==> config.mk <==
export PLATFORM = sky130hd
export DESIGN_NAME = otfm_output_mux
export DESIGN_NICKNAME = d
export VERILOG_FILES = /design/src/otfm_pkg.sv /design/src/otfm_output_mux.sv
export SDC_FILE = /design/constraint.sdc
export NUM_CORES = 1
export LEC_CHECK = 0
export ABC_AREA = 1
export BUFFER_PORTS_ARGS = -buffer_cell sky130_fd_sc_hd__buf_2
export CAP_MARGIN = 20
export CORE_MARGIN = 5
export CORE_UTILIZATION = 45
export CTS_CLUSTER_DIAMETER = 200
export CTS_CLUSTER_SIZE = 40
export DETAILED_ROUTE_END_ITERATION = 10
export PLACE_DENSITY_LB_ADDON = 0.08
export REMOVE_ABC_BUFFERS = 1
export SLEW_MARGIN = 20
export SYNTH_ARGS = -nofsm -noshare
export SYNTH_HDL_FRONTEND = slang
export SYNTH_SLANG_ARGS = --single-unit
==> constraint.sdc <==
create_clock -name sys_clk -period 4.6 [get_ports sys_clk]
set_input_delay 0 -clock sys_clk [delete_from_list [all_inputs] [get_ports sys_clk]]
set_output_delay 0 -clock sys_clk [all_outputs]
set_load 0.02 [all_outputs]
==> src/otfm_pkg.sv <==
// constants and types for the output terminal function selector
package otfm_pkg;

   // ----------------------------------------------------------
   // timing
   // ----------------------------------------------------------
   localparam int CLK_MHZ = 250;
   localparam int PULSE_MAX_KHZ = 100;
   // least pulse period in clocks, rounded up
   localparam int PULSE_MIN_CYC =
      (CLK_MHZ * 1000 + PULSE_MAX_KHZ - 1) / PULSE_MAX_KHZ;
   localparam int PULSE_HALF_CYC = (PULSE_MIN_CYC + 1) / 2;
   localparam int PLC_PULSE_MS = 250;
   localparam int PLC_PULSE_CYC = PLC_PULSE_MS * CLK_MHZ * 1000;

   // ----------------------------------------------------------
   // register map
   // ----------------------------------------------------------
   localparam int ADDR_W = 4;
   localparam int DATA_W = 8;
   localparam logic [3:0] REG_MODE = 4'h0;
   localparam logic [3:0] REG_SW_FN = 4'h1;
   localparam logic [3:0] REG_BRD_FN = 4'h2;
   localparam logic [3:0] REG_EXT_FN = 4'h3;
   localparam logic [3:0] REG_COL_FN = 4'h4;
   localparam logic [3:0] REG_RSVD = 4'h5;
   localparam logic [3:0] REG_PULSE_DIV = 4'h6;
   localparam logic [3:0] REG_TERM_STAT = 4'h7;

   localparam logic [7:0] MODE_RST = 8'h00;
   localparam logic [7:0] MODE_PULSE = 8'h00;
   localparam logic [7:0] MODE_SWITCH = 8'h01;
   localparam logic [7:0] PULSE_DIV_RST = 8'h00;

   // terminals steered by a selector, in register order
   localparam int NUM_TERM = 4;
   localparam int TERM_SW = 0;
   localparam logic [7:0] SEL_RST [NUM_TERM] =
      '{8'h00, 8'h02, 8'h00, 8'h01};
   localparam logic [7:0] SEL_MAX [NUM_TERM] =
      '{8'h28, 8'h28, 8'h28, 8'h29};

   // ----------------------------------------------------------
   // function codes
   // ----------------------------------------------------------
   localparam logic [7:0] FN_NONE = 8'h00;
   localparam logic [7:0] FN_RUNNING = 8'h01;
   localparam logic [7:0] FN_FAULT = 8'h02;
   localparam logic [7:0] FN_FREQ_LEVEL_DETECT_ONE = 8'h03;
   localparam logic [7:0] FN_FREQ_REACHED = 8'h04;
   localparam logic [7:0] FN_ZERO_RUN = 8'h05;
   localparam logic [7:0] FN_MOTOR_OVLD = 8'h06;
   localparam logic [7:0] FN_DRIVE_OVLD = 8'h07;
   localparam logic [7:0] FN_SET_COUNT = 8'h08;
   localparam logic [7:0] FN_DESIG_COUNT = 8'h09;
   localparam logic [7:0] FN_LENGTH = 8'h0a;
   localparam logic [7:0] FN_PLC_DONE = 8'h0b;

   // ----------------------------------------------------------
   // carriers
   // ----------------------------------------------------------
   typedef struct packed {
      logic running;
      logic freq_zero;
      logic fault_stop;
      logic freq_level_detect_one;
      logic freq_reached;
      logic motor_ovld_warn;
      logic drive_ovld_warn;
      logic set_count_hit;
      logic desig_count_hit;
      logic length_hit;
      logic plc_cycle_done;
   } otfm_status_t;

   typedef struct packed {
      logic [ADDR_W-1:0] addr;
      logic [DATA_W-1:0] wdata;
      logic wr;
      logic rd;
   } otfm_bus_req_t;

endpackage : otfm_pkg

==> src/otfm_output_mux.sv <==
// output terminal function selector with register port
//
// Strobed register access and the register addresses were left to the implementer.
`timescale 1ns/100ps
// ------------------------------------------------------------------
// ------------------------------------------------------------------
module otfm_output_mux #(
   parameter int PLC_PULSE_CYCLES = otfm_pkg::PLC_PULSE_CYC
) (
   input wire logic sys_clk,
   input wire logic rst,
   input wire otfm_pkg::otfm_bus_req_t bus_req,
   output logic [otfm_pkg::DATA_W-1:0] bus_rdata,
   input wire otfm_pkg::otfm_status_t drive_status,
   output logic pulse_switch_output,
   output logic board_relay,
   output logic ext_relay,
   output logic collector_output_one
);
   import otfm_pkg::*;

   // ----------------------------------------------------------
   // state
   // ----------------------------------------------------------
   logic [7:0] mode_ff;
   logic [7:0] pulse_div_ff;
   logic [7:0] sel_ff [NUM_TERM];
   logic term_ff [NUM_TERM];
   logic [19:0] pcnt_ff;
   logic wave_ff;
   logic pso_ff;
   logic [31:0] plc_cnt_ff;
   logic plc_pulse_ff;
   logic [7:0] rdata_ff;
   logic [7:0] rd_val;
   logic [19:0] half_lim;

   // ----------------------------------------------------------
   // status to level decode
   // ----------------------------------------------------------
   // one decoder serves all terminals, so codes cannot drift apart
   function automatic logic fn_level(
      input logic [7:0] sel,
      input otfm_status_t s,
      input logic plc
   );
      logic lvl;
      lvl = 1'b0;
      case (sel)
         FN_NONE: lvl = 1'b0;
         FN_RUNNING: lvl = s.running;
         FN_FAULT: lvl = s.fault_stop;
         FN_FREQ_LEVEL_DETECT_ONE: lvl = s.freq_level_detect_one;
         FN_FREQ_REACHED: lvl = s.freq_reached;
         FN_ZERO_RUN: lvl = s.running & s.freq_zero;
         FN_MOTOR_OVLD: lvl = s.motor_ovld_warn;
         FN_DRIVE_OVLD: lvl = s.drive_ovld_warn;
         FN_SET_COUNT: lvl = s.set_count_hit;
         FN_DESIG_COUNT: lvl = s.desig_count_hit;
         FN_LENGTH: lvl = s.length_hit;
         FN_PLC_DONE: lvl = plc;
         default: lvl = 1'b0;
      endcase
      return lvl;
   endfunction : fn_level

   // ----------------------------------------------------------
   // mode and pulse rate registers
   // ----------------------------------------------------------
   // mode select
   always_ff @(posedge sys_clk) begin
      if (rst) begin
         mode_ff <= MODE_RST;
      end else if (bus_req.wr && bus_req.addr == REG_MODE &&
                   bus_req.wdata <= MODE_SWITCH) begin
         mode_ff <= bus_req.wdata;
      end
   end

   // divider 0 parks the pulse output low
   always_ff @(posedge sys_clk) begin
      if (rst) begin
         pulse_div_ff <= PULSE_DIV_RST;
      end else if (bus_req.wr && bus_req.addr == REG_PULSE_DIV) begin
         pulse_div_ff <= bus_req.wdata;
      end
   end

   // ----------------------------------------------------------
   // per-terminal selectors and outputs
   // ----------------------------------------------------------
   // independent selectors
   for (genvar i = 0; i < NUM_TERM; i++) begin : g_term
      logic sel_hit;
      assign sel_hit = bus_req.wr &&
                       bus_req.addr == 4'(REG_SW_FN + 4'(i));

      // range and reset
      // out-of-range writes are dropped, old function stays
      always_ff @(posedge sys_clk) begin
         if (rst) begin
            sel_ff[i] <= SEL_RST[i];
         end else if (sel_hit && bus_req.wdata <= SEL_MAX[i]) begin
            sel_ff[i] <= bus_req.wdata;
         end
      end

      always_ff @(posedge sys_clk) begin
         if (rst) begin
            term_ff[i] <= 1'b0;
         end else begin
            term_ff[i] <= fn_level(sel_ff[i], drive_status,
                                   plc_pulse_ff);
         end
      end

   end

   // ----------------------------------------------------------
   // pulse generator
   // ----------------------------------------------------------
   // half period is a whole multiple of the 100 kHz half period
   assign half_lim = 20'(PULSE_HALF_CYC) * 20'(pulse_div_ff);

   // rate limited pulse
   // >= compare catches a divider lowered mid-period
   always_ff @(posedge sys_clk) begin
      if (rst) begin
         pcnt_ff <= 20'h00000;
         wave_ff <= 1'b0;
      end else if (pulse_div_ff == 8'h00) begin
         pcnt_ff <= 20'h00000;
         wave_ff <= 1'b0;
      end else if (pcnt_ff >= half_lim - 20'h00001) begin
         pcnt_ff <= 20'h00000;
         wave_ff <= ~wave_ff;
      end else begin
         pcnt_ff <= pcnt_ff + 20'h00001;
      end
   end

   always_ff @(posedge sys_clk) begin
      if (rst) begin
         pso_ff <= 1'b0;
      end else if (mode_ff == MODE_PULSE) begin
         pso_ff <= wave_ff;
      end else begin
         pso_ff <= term_ff[TERM_SW];
      end
   end

   // ----------------------------------------------------------
   // sequencer-complete pulse stretcher
   // ----------------------------------------------------------
   // 250 ms pulse
   // a new completion restarts the full width
   always_ff @(posedge sys_clk) begin
      if (rst) begin
         plc_cnt_ff <= 32'h00000000;
         plc_pulse_ff <= 1'b0;
      end else if (drive_status.plc_cycle_done) begin
         plc_cnt_ff <= 32'(PLC_PULSE_CYCLES - 1);
         plc_pulse_ff <= 1'b1;
      end else if (plc_cnt_ff != 32'h00000000) begin
         plc_cnt_ff <= plc_cnt_ff - 32'h00000001;
      end else begin
         plc_pulse_ff <= 1'b0;
      end
   end

   // ----------------------------------------------------------
   // read port
   // ----------------------------------------------------------
   // read mux, reserved and unmapped offsets give zero
   always_comb begin
      rd_val = 8'h00;
      case (bus_req.addr)
         REG_MODE: rd_val = mode_ff;
         REG_PULSE_DIV: rd_val = pulse_div_ff;
         REG_TERM_STAT: rd_val = {3'h0, pso_ff, term_ff[3],
                                  term_ff[2], term_ff[1], term_ff[0]};
         default: begin
            if (bus_req.addr >= REG_SW_FN &&
                bus_req.addr <= REG_COL_FN) begin
               rd_val = sel_ff[2'(bus_req.addr - REG_SW_FN)];
            end
         end
      endcase
   end

   // data valid only in the cycle after the read strobe
   always_ff @(posedge sys_clk) begin
      if (rst) begin
         rdata_ff <= 8'h00;
      end else if (bus_req.rd) begin
         rdata_ff <= rd_val;
      end else begin
         rdata_ff <= 8'h00;
      end
   end

   // ----------------------------------------------------------
   // outputs
   // ----------------------------------------------------------
   assign bus_rdata = rdata_ff;
   assign pulse_switch_output = pso_ff;
   assign board_relay = term_ff[1];
   assign ext_relay = term_ff[2];
   assign collector_output_one = term_ff[3];

   // ----------------------------------------------------------
   // checks
   // ----------------------------------------------------------
   localparam int HALF_MIN = PULSE_HALF_CYC;

   // cycles since the wave last moved, saturating
   logic wave_q_ff;
   logic [15:0] since_ff;
   logic wave_tog;
   assign wave_tog = wave_ff ^ wave_q_ff;
   always_ff @(posedge sys_clk) begin
      if (rst) begin
         wave_q_ff <= 1'b0;
         since_ff <= 16'h0000;
      end else begin
         wave_q_ff <= wave_ff;
         if (wave_tog) begin
            since_ff <= 16'h0000;
         end else if (since_ff != 16'hffff) begin
            since_ff <= since_ff + 16'h0001;
         end
      end
   end
endmodule : otfm_output_mux

==> Flow_metrics.wiki <==
{| class="wikitable"
! Metric !! Value
|-
| Data arrival at the endpoint of the critical path || 5.07 ns
|-
| Synthesis warning total || 0
|-
| Hold Fails Final Rpt || 0
|-
| Worst-margin pin slew || 0.788 ns
|-
| Post-synthesis to final-layout area growth || 25.3%
|-
| RSZ-0062 raised after global routing || yes
|-
| Number of cells produced by synthesis || 1068
|-
| Ratio of total power to cell area || 304 mW/mm²
|-
| Count of boundary I/O pins || 39
|-
| Share of synthesized flip-flops with an asynchronous set or reset || 0%
|-
| Final Max Slew Viols || 0
|-
| Net count reported at finish || 1295
|-
| Post-detailed-route via-to-cell ratio || 5.16
|-
| Avg Cell Area, Syn || 7.46 µm²
|-
| Antenna violations before repair || 0
|-
| Pleak || 4.64 nW
|-
| Primary flip-flop cell chosen by synthesis mapping || sky130_fd_sc_hd__dfxtp_1
|-
| Antenna cells || 0
|-
| Vias in the first global route || 7028
|-
| Post-synth design cell area || 0.00797 mm²
|-
| Min Clock Period, post-route || 4.77 ns
|-
| Unique masters post-synth || 46
|-
| Post-synthesis sequential element count || 115
|-
| Core box area || 0.0174 mm²
|-
| Status || finished with violations
|-
| 1st-iter DRT viols || 426
|-
| Period utilisation layout || 104%
|-
| Setup Skew || 0.0106 ns
|-
| Cells taking the most area after synthesis || sky130_fd_sc_hd__dfxtp_1, sky130_fd_sc_hd__edfxtp_1, sky130_fd_sc_hd__ha_1
|-
| Placed wire-length estimate after detailed placement || 16000 µm
|-
| Largest driver fanout on the critical path || 10
|-
| Latest clock arrival within the worst-skew pair || 0.42 ns
|-
| Violations in the final reports || negative setup slack
|-
| Global route overflow || 0
|-
| Number of placement rows || 48
|-
| Fill cells || 1583
|-
| Number of clock buffers inserted by TritonCTS || 17
|-
| Clock Tree Root || sky130_fd_sc_hd__clkbuf_16
|-
| Summed negative setup slack over all endpoints || -2.95 ns
|-
| Type of destination of the critical path || register
|-
| Global-route wire length before repair || 34500 µm
|-
| Die Y || 143 µm
|-
| Placement-stage worst setup slack || -0.433 ns
|-
| Total via count in the routed design || 7360
|-
| Cell Area, Placed || 0.00879 mm²
|-
| TritonCTS clock tree || done
|-
| Fraction of layout cells with a size suffix above 1 || 20.8%
|-
| Peak supply drop || 0.000289 V
|-
| Initial cell density of the core || 45.9%
|-
| Area leader, netlist || sky130_fd_sc_hd__dfxtp_1
|-
| Number of synthesized flops with an enable pin || 32
|-
| Post-CTS clock slew at the launch and capture registers of the worst setup and hold paths || 0.05 ns
|-
| Area share of the leading cell type in the synthesized netlist || 20.9%
|-
| Worst path setup slack after routing || -0.166 ns
|-
| Number of optimization iterations in the first detailed-route pass || 5
|-
| Die area || 0.0205 mm²
|-
| Count of H-tree levels built during CTS || 4
|-
| Number of setup violations in the final report || 21
|-
| Largest net degree at the start of global routing || 29
|-
| Sum of routed wire length over all layers || 21000 µm
|-
| Cell types with the highest counts after synthesis || sky130_fd_sc_hd__nand2_1, sky130_fd_sc_hd__nor2_1, sky130_fd_sc_hd__inv_1
|-
| Post-route DRC violation count || 0
|-
| Worst-case headroom to the max-slew limit || 47.1%
|-
| Core occupancy in the finished layout || 57.5%
|-
| Number of violations of the max-capacitance limit || 0
|-
| Worst EP required || 4.91 ns
|-
| Placer Congestion || 0.891
|-
| Maximum root-to-sink buffer count || 2
|-
| TritonCTS Sinks || 115
|-
| Number of buffers added on ports || 38
|-
| Dominant cell by count in the synthesized netlist || sky130_fd_sc_hd__nand2_1
|-
| WS Path Type || register to register
|-
| Highest clock frequency the design can meet || 210 MHz
|-
| Classification of the worst-slack hold path || primary input to register
|-
| Antenna-violating nets left || 0
|-
| DIE WIDTH || 143 µm
|-
| Smallest hold slack || 0.0310 ns
|-
| Total global routing track utilization || 21.1%
|-
| CP startpoint kind || register
|-
| Fraction of the yosys area taken by sequential cells || 32.9%
|-
| Routed length per instance || 14.8 µm
|-
| Final instance area || 0.00998 mm²
|}
## worst paths after layout
check | startpoint | end | slack, ns | depth (start not counted)
max | pulse_div_ff[6] | pcnt_ff[7] | -0.17 | 27
min | bus_req[8] | pulse_div_ff[6] | 0.03 | 3
max reg2reg | pulse_div_ff[6] | pcnt_ff[7] | -0.17 | 27
min reg2reg | mode_ff[2] | mode_ff[2] | 0.46 | 2
## placed cells by master (no fill, tap or decap), types with 20 or more instances in the layout
cell type                  count
sky130_fd_sc_hd__a21oi_1      55
sky130_fd_sc_hd__xor2_1       28
sky130_fd_sc_hd__buf_2        38
sky130_fd_sc_hd__inv_1       127
sky130_fd_sc_hd__nor2_2       20
sky130_fd_sc_hd__nand2_1     180
sky130_fd_sc_hd__edfxtp_1     32
sky130_fd_sc_hd__o21ai_0      40
sky130_fd_sc_hd__buf_4        51
sky130_fd_sc_hd__dfxtp_1      78
sky130_fd_sc_hd__nand3_1      52
sky130_fd_sc_hd__nor2_1      145
sky130_fd_sc_hd__ha_1         61
sky130_fd_sc_hd__nand2_2      23
sky130_fd_sc_hd__nand4_1      26
## metrics by stage
stage | total power, mW | instances
2_1_floorplan | 1.44 | 1060
3_3_place_gp | 1.61 | 1373
6_report | 3.03 | 1425
3_5_place_dp | 1.61 | 1373
5_1_grt | 3.17 | 1425
4_1_cts | 3.03 | 1426
## timing repair
item                                   CTS  global route
setup endpoints to repair               21            21
endpoints found under the hold margin   13             0
cloned                                   2             0
hold buffers                            11             0
pin swaps                               44            39
buffers inserted                         8             2
gates resized for setup                 56            38
## routing by layer
metal | wire [µm] | track usage [%] | vias up
li1 | - | - | 3791
met4 | 469 | 7.25 | 0
met3 | 737 | 3.68 | 40
met5 | 0 | 0 | -
met1 | 9460 | 26.2 | 3380
met2 | 10400 | 37.0 | 149
## registers in the layout, indices dropped and copies added (netlist names)
| name | cells |
|---|---|
| pulse_switch_output | 1 |
| pulse_div_ff | 8 |
| sel_ff | 32 |
| bus_rdata | 8 |
| mode_ff | 8 |
| pcnt_ff | 20 |
| wave_ff | 1 |
| term_ff | 4 |
| plc_pulse_ff | 1 |
| plc_cnt_ff | 32 |
## final cells by class
type / instances / area [µm²] / area share, %
Clock buffer: 23 / 488 / 4.89
Clock inverter: 9 / 126 / 1.27
Inverter: 142 / 533 / 5.34
Multi-Input combinational cell: 803 / 5120 / 51.3
Sequential cell: 115 / 2630 / 26.4
Tap cell: 225 / 282 / 2.82
Timing Repair Buffer: 108 / 798 / 8.00
## critical path, stage by stage (launching register included)
cell and delay (ns):
sky130_fd_sc_hd__dfxtp_4 0.35, sky130_fd_sc_hd__buf_6 0.13, sky130_fd_sc_hd__ha_4 0.22, sky130_fd_sc_hd__ha_4 0.26, sky130_fd_sc_hd__inv_2 0.03, sky130_fd_sc_hd__fa_1 0.54
sky130_fd_sc_hd__inv_2 0.04, sky130_fd_sc_hd__fa_1 0.50, sky130_fd_sc_hd__ha_4 0.35, sky130_fd_sc_hd__nand2_4 0.08, sky130_fd_sc_hd__inv_1 0.08, sky130_fd_sc_hd__nand2_2 0.08
sky130_fd_sc_hd__nand4_1 0.15, sky130_fd_sc_hd__nand2_4 0.10, sky130_fd_sc_hd__nor2_4 0.10, sky130_fd_sc_hd__nand3_2 0.12, sky130_fd_sc_hd__nor3_4 0.15, sky130_fd_sc_hd__nand3b_1 0.10
sky130_fd_sc_hd__ha_1 0.29, sky130_fd_sc_hd__nand2_1 0.06, sky130_fd_sc_hd__inv_2 0.07, sky130_fd_sc_hd__nand3_4 0.08, sky130_fd_sc_hd__nor3_4 0.15, sky130_fd_sc_hd__nand4_1 0.14
sky130_fd_sc_hd__nand4_1 0.14, sky130_fd_sc_hd__buf_6 0.15, sky130_fd_sc_hd__buf_12 0.14, sky130_fd_sc_hd__nor2_1 0.05
## logic make-up (layout without fill, tap and decap cells)
| logic type | after synthesis | count (layout) | synth area share [%] |
|---|---|---|---|
| xor+xnor | 40 | 40 | 4.40 |
| simple gates | 523 | 523 | 30.2 |
| fa+ha+maj | 81 | 81 | 13.9 |
| other cells | 1 | 8 | 0.0471 |
| buf+inv | 157 | 282 | 7.49 |
| flops | 115 | 115 | 32.9 |
| compound gates | 151 | 151 | 11.1 |
## power by group
group	switching [mW]	total [mW]	internal, mW	leakage [nW]
clock network	0.461	1.37	0.906	0.300
registers	0.0283	1.11	1.08	0.986
logic	0.333	0.560	0.227	3.35
(Power assumes the default switching activity.)
